File: src/shared/spicsl_pkg.sv
// Purpose: Shared constants and types of the serial port control and status logic
// Assumes: 8-bit special function register space, 8051-style bit addressing
// Notes:   Every offset and field position of the block lives here, with the reset values of the register fields

package spicsl_pkg;

    // ****************************************************************
    // Register map
    // ****************************************************************
    localparam logic [7:0] SPICSL_CTRL_ADDR = 8'hF8;   // Control and status, bit-addressable
    localparam logic [7:0] SPICSL_DATA_ADDR = 8'hA3;   // Serial data register write port
    localparam logic [4:0] SPICSL_CTRL_BITBASE = 5'h1F; // Bit addresses 0xF8..0xFF

    // ****************************************************************
    // Field positions of the control and status register
    // ****************************************************************
    localparam int SPICSL_DONE_BIT = 7;
    localparam int SPICSL_COLL_BIT = 6;
    localparam int SPICSL_FAULT_BIT = 5;
    localparam int SPICSL_OVRN_BIT = 4;
    localparam int SPICSL_MODE_HI_BIT = 3;
    localparam int SPICSL_MODE_LO_BIT = 2;
    localparam int SPICSL_TXE_BIT = 1;
    localparam int SPICSL_EN_BIT = 0;
    localparam int SPICSL_NFLAGS = 4;

    // ****************************************************************
    // Reset values and codes
    // ****************************************************************
    localparam logic [3:0] SPICSL_FLAGS_RST = 4'h0;
    localparam logic [1:0] SPICSL_MODE_RST = 2'h1;
    localparam logic SPICSL_TXE_RST = 1'b1;
    localparam logic SPICSL_EN_RST = 1'b0;
    localparam logic [1:0] SPICSL_MODE_3WIRE = 2'h0;
    localparam logic [1:0] SPICSL_MODE_4WIRE_IN = 2'h1;
    localparam int SPICSL_BITS_PER_XFER = 8;
    localparam int SPICSL_SYNC_STAGES = 2;

    // ****************************************************************
    // Types
    // ****************************************************************
    // Status events, packed in register order (done in bit 3)
    typedef struct packed {
        logic done;
        logic collision;
        logic fault;
        logic overrun;
    } spicsl_evt_t;

    // Software access to the control register
    typedef struct packed {
        logic byte_wr;
        logic bit_wr;
        logic [2:0] bit_sel;
        logic [7:0] wdata;
    } spicsl_swr_t;

    typedef enum logic [1:0] {
        SPICSL_S_IDLE = 2'b01,
        SPICSL_S_SHIFT = 2'b10
    } spicsl_state_t;

endpackage : spicsl_pkg

File: src/rtl/spicsl_top.sv
// Purpose: Control and status logic of the serial peripheral port
// Assumes: Shift engine, rate divider and configuration register sit outside
// Notes:   Register reached over the special function register port
//
// Overview of operation
// - Transfer completion sets transfer-done flag, bit 7
// - Any set flag with interrupts enabled requests interrupt
// - Flags stay set until software writes zero
// - Data write while buffer full: ignored, collision set
// - Select low, master, mode 01: mode fault
// - Slave last bit with unread receive data: overrun
// - Mode 00: three-wire, select pin unused
// - Mode 01, reset value: four-wire, select is input
// - Mode 1x: select pin driven with mode low bit
// - Buffer-empty bit reads zero after data written
// - Buffer moved to shifter sets buffer-empty bit
// - Master-enable one means master, zero means slave

`timescale 1ns/1ps

module spicsl_top
    import spicsl_pkg::*;
#(
    parameter int XFER_BITS = SPICSL_BITS_PER_XFER
) (
    // Clock and reset
    input wire logic clk_in,
    input wire logic rst_in,
    // Special function register port
    input wire logic [7:0] sfr_addr_in,
    input wire logic sfr_wr_in,
    input wire logic sfr_rd_in,
    input wire logic [7:0] sfr_wdata_in,
    input wire logic sfr_bit_wr_in,
    input wire logic [7:0] sfr_bit_addr_in,
    input wire logic sfr_bit_val_in,
    output logic [7:0] sfr_rdata_out,
    // Configuration and interrupt system
    input wire logic master_enable_in,
    input wire logic int_enable_in,
    output logic irq_out,
    // Shift engine
    input wire logic master_xfer_done_in,
    input wire logic tx_load_in,
    input wire logic rx_unread_in,
    output logic port_enable_out,
    output logic tx_buf_wr_out,
    output logic [7:0] tx_buf_data_out,
    output logic slave_selected_out,
    // Serial pins
    input wire logic sck_pin_in,
    input wire logic slave_select_pin_in,
    output logic slave_select_pin_out,
    output logic slave_select_pin_oe_n_out
);

    initial begin
        if (XFER_BITS < 1 || XFER_BITS > 255) begin
            $error("spicsl_top: XFER_BITS must be 1..255");
        end
    end

    // ****************************************************************
    // Pin synchronisers
    // ****************************************************************
    logic [1:0] pins_sync;
    logic sck_s;
    logic nss_s;

    spicsl_sync #(
        .WIDTH(2)
    ) u_sync (
        .clk_in(clk_in),
        .rst_in(rst_in),
        .async_in({sck_pin_in, slave_select_pin_in}),
        .rst_val_in(2'h1),  // Link clock idles low, select idles high
        .sync_out(pins_sync)
    );

    assign sck_s = pins_sync[1];
    assign nss_s = pins_sync[0];

    // ****************************************************************
    // Software access decode
    // ****************************************************************
    spicsl_swr_t swr;
    logic data_wr;
    logic bit_hit;

    // Byte write or bit write into 0xF8..0xFF
    always_comb begin
        bit_hit = sfr_bit_wr_in && (sfr_bit_addr_in[7:3] == SPICSL_CTRL_BITBASE);
        swr.byte_wr = sfr_wr_in && (sfr_addr_in == SPICSL_CTRL_ADDR);
        swr.bit_wr = bit_hit;
        swr.bit_sel = sfr_bit_addr_in[2:0];
        swr.wdata = sfr_wdata_in;
        data_wr = sfr_wr_in && (sfr_addr_in == SPICSL_DATA_ADDR);
    end

    // Write strobe and value for one register bit
    function automatic logic [1:0] bit_write(input spicsl_swr_t w, input int pos);
        logic hit;
        logic val;
        hit = w.byte_wr || (w.bit_wr && (w.bit_sel == 3'(pos)));
        val = w.byte_wr ? w.wdata[pos] : sfr_bit_val_in;
        return {hit, val};
    endfunction : bit_write

    // ****************************************************************
    // Control fields: mode and port enable
    // ****************************************************************
    logic [1:0] mode_r;
    logic [1:0] mode_nxt;
    logic en_r;
    logic en_nxt;
    logic [1:0] wm_hi;
    logic [1:0] wm_lo;
    logic [1:0] we_en;

    always_comb begin
        wm_hi = bit_write(swr, SPICSL_MODE_HI_BIT);
        wm_lo = bit_write(swr, SPICSL_MODE_LO_BIT);
        we_en = bit_write(swr, SPICSL_EN_BIT);
        mode_nxt = mode_r;
        en_nxt = en_r;
        if (wm_hi[1]) begin
            mode_nxt[1] = wm_hi[0];
        end
        if (wm_lo[1]) begin
            mode_nxt[0] = wm_lo[0];
        end
        if (we_en[1]) begin
            en_nxt = we_en[0];
        end
    end

    always_ff @(posedge clk_in) begin
        if (rst_in) begin
            mode_r <= SPICSL_MODE_RST;
            en_r <= SPICSL_EN_RST;
        end else begin
            mode_r <= mode_nxt;
            en_r <= en_nxt;
        end
    end

    assign port_enable_out = en_r;

    // ****************************************************************
    // Slave select pin handling
    // ****************************************************************
    logic selected;
    logic is_master;

    assign is_master = master_enable_in;

    // Three-wire slaves count as always selected; the pin is ignored
    always_comb begin
        slave_select_pin_out = 1'b1;
        slave_select_pin_oe_n_out = 1'b1;
        selected = 1'b0;
        if (mode_r == SPICSL_MODE_3WIRE) begin
            selected = 1'b1;
        end else if (mode_r == SPICSL_MODE_4WIRE_IN) begin
            selected = !nss_s;
        end else begin
            slave_select_pin_out = mode_r[0];
            slave_select_pin_oe_n_out = 1'b0;
        end
    end

    assign slave_selected_out = en_r && !is_master && selected;

    // ****************************************************************
    // Slave bit counter on the sampled link clock
    // ****************************************************************
    spicsl_state_t state_r;
    spicsl_state_t state_nxt;
    logic [7:0] bitcnt_r;
    logic [7:0] bitcnt_nxt;
    logic sck_d_r;
    logic sck_rise;
    logic slave_last;

    // Rising edge of the synchronised link clock
    assign sck_rise = sck_s && !sck_d_r;

    // Counting restarts whenever the slave is deselected or disabled
    always_comb begin
        state_nxt = state_r;
        bitcnt_nxt = bitcnt_r;
        slave_last = 1'b0;
        if (!slave_selected_out) begin
            state_nxt = SPICSL_S_IDLE;
            bitcnt_nxt = 8'h00;
        end else begin
            unique case (state_r)
                SPICSL_S_IDLE: begin
                    if (sck_rise) begin
                        bitcnt_nxt = 8'h01;
                        state_nxt = SPICSL_S_SHIFT;
                    end
                end
                SPICSL_S_SHIFT: begin
                    if (sck_rise) begin
                        bitcnt_nxt = bitcnt_r + 8'h01;
                    end
                end
                default: begin
                    state_nxt = SPICSL_S_IDLE;
                end
            endcase
            if (sck_rise && (bitcnt_nxt == 8'(XFER_BITS))) begin
                slave_last = 1'b1;
                bitcnt_nxt = 8'h00;
                state_nxt = SPICSL_S_IDLE;
            end
        end
    end

    always_ff @(posedge clk_in) begin
        if (rst_in) begin
            state_r <= SPICSL_S_IDLE;
            bitcnt_r <= 8'h00;
            sck_d_r <= 1'b0;
        end else begin
            state_r <= state_nxt;
            bitcnt_r <= bitcnt_nxt;
            sck_d_r <= sck_s;
        end
    end

    // ****************************************************************
    // Transmit buffer and its empty flag
    // ****************************************************************
    logic txe_r;
    logic txe_nxt;
    logic txw_r;
    logic txw_nxt;
    logic [7:0] txd_r;
    logic [7:0] txd_nxt;
    logic coll_evt;

    // Collision check guards against overwriting a byte not yet shifted
    always_comb begin
        txe_nxt = txe_r;
        txw_nxt = 1'b0;
        txd_nxt = txd_r;
        coll_evt = 1'b0;
        if (tx_load_in && en_r) begin
            txe_nxt = 1'b1;
        end
        if (data_wr) begin
            if (txe_r) begin
                txe_nxt = 1'b0;
                txw_nxt = 1'b1;
                txd_nxt = sfr_wdata_in;
            end else begin
                coll_evt = 1'b1;
            end
        end
    end

    always_ff @(posedge clk_in) begin
        if (rst_in) begin
            txe_r <= SPICSL_TXE_RST;
            txw_r <= 1'b0;
            txd_r <= 8'h00;
        end else begin
            txe_r <= txe_nxt;
            txw_r <= txw_nxt;
            txd_r <= txd_nxt;
        end
    end

    assign tx_buf_wr_out = txw_r;
    assign tx_buf_data_out = txd_r;

    // ****************************************************************
    // Status flags
    // ****************************************************************
    spicsl_evt_t evt;
    logic [3:0] flags;
    logic [3:0] fl_wr;
    logic [3:0] fl_val;

    // Events gathered in register bit order
    always_comb begin
        evt.done = en_r && ((is_master && master_xfer_done_in) || (!is_master && slave_last));
        evt.collision = coll_evt;
        evt.fault = en_r && !nss_s && is_master && (mode_r == SPICSL_MODE_4WIRE_IN);
        evt.overrun = !is_master && slave_last && rx_unread_in;
    end

    genvar gf;
    generate
        for (gf = 0; gf < SPICSL_NFLAGS; gf++) begin : g_flag
            logic [1:0] wv;
            assign wv = bit_write(swr, SPICSL_OVRN_BIT + gf);
            assign fl_wr[gf] = wv[1];
            assign fl_val[gf] = wv[0];
            spicsl_flag u_flag (
                .clk_in(clk_in),
                .rst_in(rst_in),
                .set_in(evt[gf]),
                .sw_wr_in(fl_wr[gf]),
                .sw_val_in(fl_val[gf]),
                .flag_out(flags[gf])
            );
        end
    endgenerate

    // Level request while any flag is pending
    assign irq_out = int_enable_in && (|flags);

    // ****************************************************************
    // Read data
    // ****************************************************************
    logic [7:0] rdata_r;
    logic [7:0] rdata_nxt;

    // Unmapped reads return zero
    always_comb begin
        rdata_nxt = 8'h00;
        if (sfr_rd_in && (sfr_addr_in == SPICSL_CTRL_ADDR)) begin
            rdata_nxt = {flags, mode_r, txe_r, en_r};
        end
    end

    always_ff @(posedge clk_in) begin
        if (rst_in) begin
            rdata_r <= 8'h00;
        end else begin
            rdata_r <= rdata_nxt;
        end
    end

    assign sfr_rdata_out = rdata_r;

endmodule : spicsl_top

File: src/rtl/spicsl_sync.sv
// Purpose: Two-stage synchroniser for pin inputs, one chain per bit
// Assumes: Inputs are asynchronous to clk_in
// Notes:   First stage feeds only the second stage

`timescale 1ns/1ps

module spicsl_sync
    import spicsl_pkg::*;
#(
    parameter int WIDTH = 2
) (
    // Clock and reset
    input wire logic clk_in,
    input wire logic rst_in,
    // Data
    input wire logic [WIDTH-1:0] async_in,
    input wire logic [WIDTH-1:0] rst_val_in,
    output logic [WIDTH-1:0] sync_out
);

    initial begin
        if (WIDTH < 1) begin
            $error("spicsl_sync: WIDTH must be at least 1");
        end
    end

    // ****************************************************************
    // Synchroniser chains
    // ****************************************************************
    genvar gi;
    generate
        for (gi = 0; gi < WIDTH; gi++) begin : g_bit
            logic meta_r;
            logic stab_r;
            // Reset to the pin's idle level, so no false edge follows reset
            always_ff @(posedge clk_in) begin
                if (rst_in) begin
                    meta_r <= rst_val_in[gi];
                    stab_r <= rst_val_in[gi];
                end else begin
                    meta_r <= async_in[gi];
                    stab_r <= meta_r;
                end
            end
            assign sync_out[gi] = stab_r;
        end
    endgenerate

endmodule : spicsl_sync

File: src/rtl/spicsl_flag.sv
// Purpose: One sticky status flag set by hardware, written by software
// Assumes: Set and software write are single-cycle strobes
// Notes:   A hardware set in the same cycle as a software clear wins

`timescale 1ns/1ps

module spicsl_flag
    import spicsl_pkg::*;
(
    // Clock and reset
    input wire logic clk_in,
    input wire logic rst_in,
    // Controls
    input wire logic set_in,
    input wire logic sw_wr_in,
    input wire logic sw_val_in,
    output logic flag_out
);

    logic flag_r;
    logic flag_nxt;

    // Hardware never clears; only software writes a zero
    always_comb begin
        flag_nxt = flag_r;
        if (sw_wr_in) begin
            flag_nxt = sw_val_in;
        end
        if (set_in) begin
            flag_nxt = 1'b1;
        end
    end

    always_ff @(posedge clk_in) begin
        if (rst_in) begin
            flag_r <= 1'b0;
        end else begin
            flag_r <= flag_nxt;
        end
    end

    assign flag_out = flag_r;

endmodule : spicsl_flag

File: config.mk
export PLATFORM = sky130hd
export DESIGN_NAME = spicsl_top
export DESIGN_NICKNAME = d
export VERILOG_FILES = /design/src/shared/spicsl_pkg.sv /design/src/rtl/spicsl_top.sv /design/src/rtl/spicsl_sync.sv /design/src/rtl/spicsl_flag.sv
export SDC_FILE = /design/constraint.sdc
export NUM_CORES = 1
export LEC_CHECK = 0
export ABC_AREA = 1
export BUFFER_PORTS_ARGS = -buffer_cell sky130_fd_sc_hd__buf_2
export CAP_MARGIN = 15
export CORE_ASPECT_RATIO = 0.9
export CORE_MARGIN = 1
export CORE_UTILIZATION = 46
export DETAILED_ROUTE_END_ITERATION = 7
export MAX_ROUTING_LAYER = met4
export PLACE_DENSITY = 0.85
export SKIP_LAST_GASP = 1
export SYNTH_ARGS = -nofsm -noshare
export SYNTH_HDL_FRONTEND = slang
export SYNTH_SLANG_ARGS = --single-unit
File: constraint.sdc
create_clock -name clk_in -period 1.55 [get_ports clk_in]
set_input_delay 0.155 -clock clk_in [delete_from_list [all_inputs] [get_ports clk_in]]
set_output_delay 0.155 -clock clk_in [all_outputs]
set_load 0.005 [all_outputs]
Yosys cells after proc, flatten, opt, wreduce, memory -nomap -nowiden
Index checks and enable logic that the tools add are counted.
{"block": "totals", "register_bits": 40, "input_bits": 37, "output_inout_bits": 22, "wordCells": 119}
{"block": "op_classes", "n_addsub": 1, "n_eq_ne": 14, "muxes": 35, "bitwise": 4, "n_reduce_logical": 47}
{"cell": "2-to-1 mux 1 bit", "n": 29}
{"cell": "logical AND 1 bit", "n": 24}
{"cell": "2-to-1 mux 8 bit", "n": 3}
{"cell": "equality test 8 bit (second input constant)", "n": 2}
{"cell": "one-hot mux 8 bit (2 select lines)", "n": 1}
{"cell": "equality test 3 bit (second input constant)", "n": 4}
{"cell": "adder 8 x 1 -> 8 bit (second input constant)", "n": 1}
{"cell": "equality test 8 x 4 -> 1 bit (second input constant)", "n": 1}
{"cell": "logical OR 1 bit", "n": 8}
{"cell": "nonzero test 2 bit", "n": 4}
{"cell": "equality test 3 x 2 -> 1 bit (second input constant)", "n": 2}
{"cell": "equality test 5 bit (second input constant)", "n": 1}
{"cell": "equality test 2 x 1 -> 1 bit (second input constant)", "n": 2}
{"cell": "NOT 1 bit", "n": 4}
{"cell": "one-hot mux 2 bit (2 select lines)", "n": 1}
{"cell": "AND reduction 2 bit", "n": 2}
{"cell": "OR reduction 2 bit", "n": 2}
{"cell": "OR reduction 4 bit", "n": 1}
{"cell": "logical NOT 1 bit", "n": 3}
{"cell": "logical NOT 3 bit", "n": 1}
{"cell": "OR reduction 3 bit", "n": 1}
{"cell": "equality test 2 bit (second input constant)", "n": 1}
{"cell": "logical NOT 2 bit", "n": 1}
{"cell": "2-to-1 mux 2 bit", "n": 1}
{"cell": "inequality test 2 bit (second input constant)", "n": 1}

Depth between registers and ports, before layout
{"block": "logic_depth", "depth_word": 13, "depth_mapped": 13, "mapped_depth_nobuf": 13}

Cells and area by module
From an unflattened synthesis, not the netlist that was laid out.
{"block": "hier_totals", "hier_cells": 301, "area_unflattened_um2": 2094.5}
{"module": "spicsl_top", "n_inst": 1, "cells_each": 252, "area_each_um2": 1773.0, "seq_area_each_um2": 640.6}
{"module": "spicsl_flag", "n_inst": 4, "cells_each": 8, "area_each_um2": 46.3, "seq_area_each_um2": 20.0}
{"module": "spicsl_sync", "n_inst": 1, "cells_each": 17, "area_each_um2": 136.4, "seq_area_each_um2": 80.1}

Worst setup path before layout
Ideal clock, no wire load.
{"block": "synth_timing", "kind": "register to register", "start": "register state_r[0]", "end": "register state_r[0]", "setup_ns": 0.120, "t_arrival_ns": 1.576, "t_required_ns": 1.430, "slack_ns": -0.146, "path_stages_with_launch": 13, "n_path_buf": 0, "synth_period_minus_slack_ns": 1.696, "cell_sequence": "dfxtp_1 inv_1 ha_1 inv_1 nand2_2 nor2_1 o21ai_1 nand2_1 nand2_1 nor2_2 nand2_2 nand3_4 or2_1"}
{"block": "synth_via", "elab_chain_len": 6, "elab_cells_between_ends": 11, "cone_classes": "4 x eq/ne; 3 x mux; 1 x bitwise; 3 x reduce/logical"}
{"element": "start, declared", "line_no": "spicsl_top.sv:177", "rtl": "spicsl_state_t state_r;"}
{"element": "start signal, assigned", "line_no": "spicsl_top.sv:227", "rtl": "state_r <= state_nxt;"}
{"element": "equality test 2 bit / equality test 2 x 1 -> 1 bit (equally long branches)", "line_no": "spicsl_top.sv:197", "rtl": "unique case (state_r)"}
{"element": "one-hot mux 8 bit (2 select lines)", "line_no": "spicsl_top.sv:197"}
{"element": "2-to-1 mux 8 bit", "line_no": "spicsl_top.sv:193", "rtl": "if (!slave_selected_out) begin"}
{"element": "equality test 8 x 4 -> 1 bit", "line_no": "spicsl_top.sv:213", "rtl": "if (sck_rise && (bitcnt_nxt == 8'(XFER_BITS))) begin"}
{"element": "logical AND 1 bit", "line_no": "spicsl_top.sv:213"}
{"element": "OR reduction 3 bit (no source line)"}
Several ways; a longest one is shown, not always the timed one. The select of a mux whose other input is x is not followed.
A chain may end at the register's enable or synchronous reset.

Worst setup path in the final report
Ends and elaborated chain as after synthesis.

==> results.md <==
* Total CTS buffers at 5
* Total Die Area at 4610 sq um
* Synth top area share at 40.1%
* Placed cell areas at 2540 sq um
* First-pass GRT wire length at 8230 microns
* # nets final at 408
* Dpl ws at -140 ps
* Die width at 71.5 microns
* Layout area overhead at 35.3%
* Fin. max-slew vios at 0
* Initial DRC Count at 109
* Root buffer cell: clkbuf_8
* Outcome: finished with violations
* GRT Residual Overflow at 0
* Busiest grt layer: met2
* # rows at 22
* CTS H-tree depth at 2
* Top-count cell post-synth: nand2_1
* Final hold violations at 0
* Max Freq at 596 MHz
* Met1 GRT Util at 32.4%
* Final min period at 1680 ps
* Final non-filler cell area at 2700 sq um
* Syn Nets at 322
* Hold_buf cts at 0
* Fin crit share at 108%
* TritonCTS clock tree: yes
* Mapped cell area at 2000 sq um
* Skew-Pair Late Insertion Delay at 290 ps
* FF+latch count, synth at 40
* Max-Cap Viols at 0
* Startpoint types: flop
* Placed cells at 405
* Vias in the first global route at 1852
* Post-synth EDFFs at 0
* IO buf count at 58
* Remaining routing DRC violations at 0
* GPL Wtd Cong at 0.943
* Avg WL per Cell at 12.1 microns
* Clock transition at the registers of the reported paths at 80 ps
* Rel. slew slack at 77.4%
* Peak supply drop at 535 uV
* Top-Level Pins at 59
* DRT Wirelength at 5020 microns
* Critical path class: flop to flop
* Leakage power at 1.32 nW
* Synth cell count leaders: nand2_1 (56), nor2_1 (43), dfxtp_1 (40)
* Share of cells above drive strength 1 at 36.4%
* Total GRT Usage at 23.3%
* DP Wirelength at 3750 microns
* Initial core utilization at 48.4%
* Via density at 5.06
* Worst Path Arrival at 1870 ps
* Synth area leaders: dfxtp_1 (40%), nand2_1 (11%), nor2_1 (8.1%), inv_1 (7.3%), nand3_1 (6.0%)
* Failing checks: negative setup slack
* Pin count of the biggest net entering global routing at 13
* Avg Cell Area, Syn at 7.11 sq um
* Dominant synthesized flop cell: dfxtp_1
* Met2 usage at 33.8%
* RSZ-0062 raised after global routing: yes
* Final Skew at 6.81 ps
* Largest area contributor in the netlist: dfxtp_1
* Final worst slack at -129 ps
* Vias post-DR at 2105
* Synth warn at 0
* WP data required at 1740 ps
* Post-synthesis instance total at 281
* Core area at 4130 sq um
* Drt first pass iters at 4
* PwrDens at 703 nW/um^2
* Maximum buffer depth of the clock tree at 2
* # setup viols final at 9
* Seq/Total Area, Yosys at 40.1%
* Initial antenna violation count at 0
* Critical Path End Type: flop
* CTS Sinks at 40
* Final non-filler cell total at 416
* Worst hold path class: primary input to flop
* Post-route ant nets at 0
* CP max FO at 8
* Actual slew at the worst max-slew pin at 336 ps
* Grt met3 use at 4.51%
* Die Height at 64.5 microns
* Number of diodes at 0
* Post-synth ARST share at 0%
* Yosys cell types at 31
where the power goes:
group / switching [W] / leakage [nW] / internal, W / total, W
clock network: 0.000367 / 0.0445 / 0.000362 / 0.000729
logic: 0.0000728 / 0.949 / 0.0000608 / 0.000134
registers: 0.00000533 / 0.326 / 0.00103 / 0.00104
total: 0.000445 / 1.32 / 0.00145 / 0.00190
worst max-delay path, stage by stage, from the launching register on:
cell	delay, ps
dfxtp_2	330
inv_2	60
ha_4	130
inv_1	70
nor2_4	240
nand3_2	110
nand2_1	90
inv_2	40
nand2_2	60
nor2_2	50
nand2_2	70
nand3_4	100
or2_1	220
registers in the layout, indices dropped and copies added (netlist names):
register	cells
sfr_rdata_out	8
g_flag.u_flag.flag_out	4
mode_r	2
txe_r	1
port_enable_out	1
u_sync.g_bit.stab_r	2
state_r	2
bitcnt_r	8
sck_d_r	1
tx_buf_wr_out	1
tx_buf_data_out	8
u_sync.g_bit.meta_r	2
metal layers:
layer  vias to the layer above  part of all wire [%]
met3                        10                   6.3
met4                         0                   1.7
met1                       945                    47
li1                       1079                     -
met2                        71                    45
met5                         -                     0
final timing paths:
path / to / start / slack (ps) / cells past startpoint
hold reg to reg: u_sync.g_bit[1].stab_r / u_sync.g_bit[1].meta_r / 400 / 2
hold / removal: u_sync.g_bit[0].meta_r / slave_select_pin_in / 40 / 2
setup / recovery: state_r[0] / state_r[0] / -130 / 12
setup reg to reg: state_r[0] / state_r[0] / -130 / 12
layout make-up:
type                            count  area, sq um
Tap cell                           48         60.1
Sequential cell                    40          813
Inverter                           43          161
Timing Repair Buffer               81          463
Fill cell                         356         1430
Multi-Input combinational cell    196         1110
Clock buffer                        7         86.3
Clock inverter                      1         7.51
per-stage QoR:
stage / util [%] / TNS (ps) / hold slack, ps / power (W)
finish: 65.5 / -393 / 39.0 / 0.00190
global placement: 61.5 / -173 / 342 / 0.00118
floorplan: - / -1.86 / 259 / 0.00111
CTS: 65.1 / -306 / 33.2 / 0.00190
global route: 65.5 / -1640 / 37.5 / 0.00196
detailed placement: 61.5 / -753 / 341 / 0.00119
cell usage in the layout, fill, tap and decap left out, types with 2 or more instances in the layout:
cell type  netlist  final
nor4_1           2      2
nor2_2           5      4
nand3_1         24     20
ha_4             0      3
or2_2            2      2
nand4_1          7      7
nand2_4          0      2
nor2_1          43     42
o21bai_2         2      2
nand3_2          2      6
nand2_1         56     56
o21ai_0         16     15
o211a_1          2      2
nor3_1           3      3
buf_4            0     23
a21oi_1          8      8
o21ai_1          2      2
buf_2            0     58
dfxtp_2          0      7
dfxtp_1         40     32
nor2_4           2      4
nand2_2          7      5
inv_2            3      6
clkbuf_8         0      6
inv_1           39     36
timing repair:
| action | CTS | global route |
|---|---|---|
| setup buffers | 3 | 0 |
| pin swaps | 7 | 4 |
| endpoints found under the hold margin | 0 | 0 |
| endpoints found under the setup margin | 11 | 10 |
| resized for setup | 9 | 4 |
cell families (layout without fill, tap and decap cells):
group | after synthesis | in the layout | synth area share (%)
flops | 40 | 40 | 40.1
compound gates | 34 | 34 | 11.2
fa+ha+maj | 4 | 4 | 2.51
buf+inv | 45 | 132 | 8.46
simple gates | 158 | 158 | 37.7
Note: power is estimated with default switching activity, not from simulation.
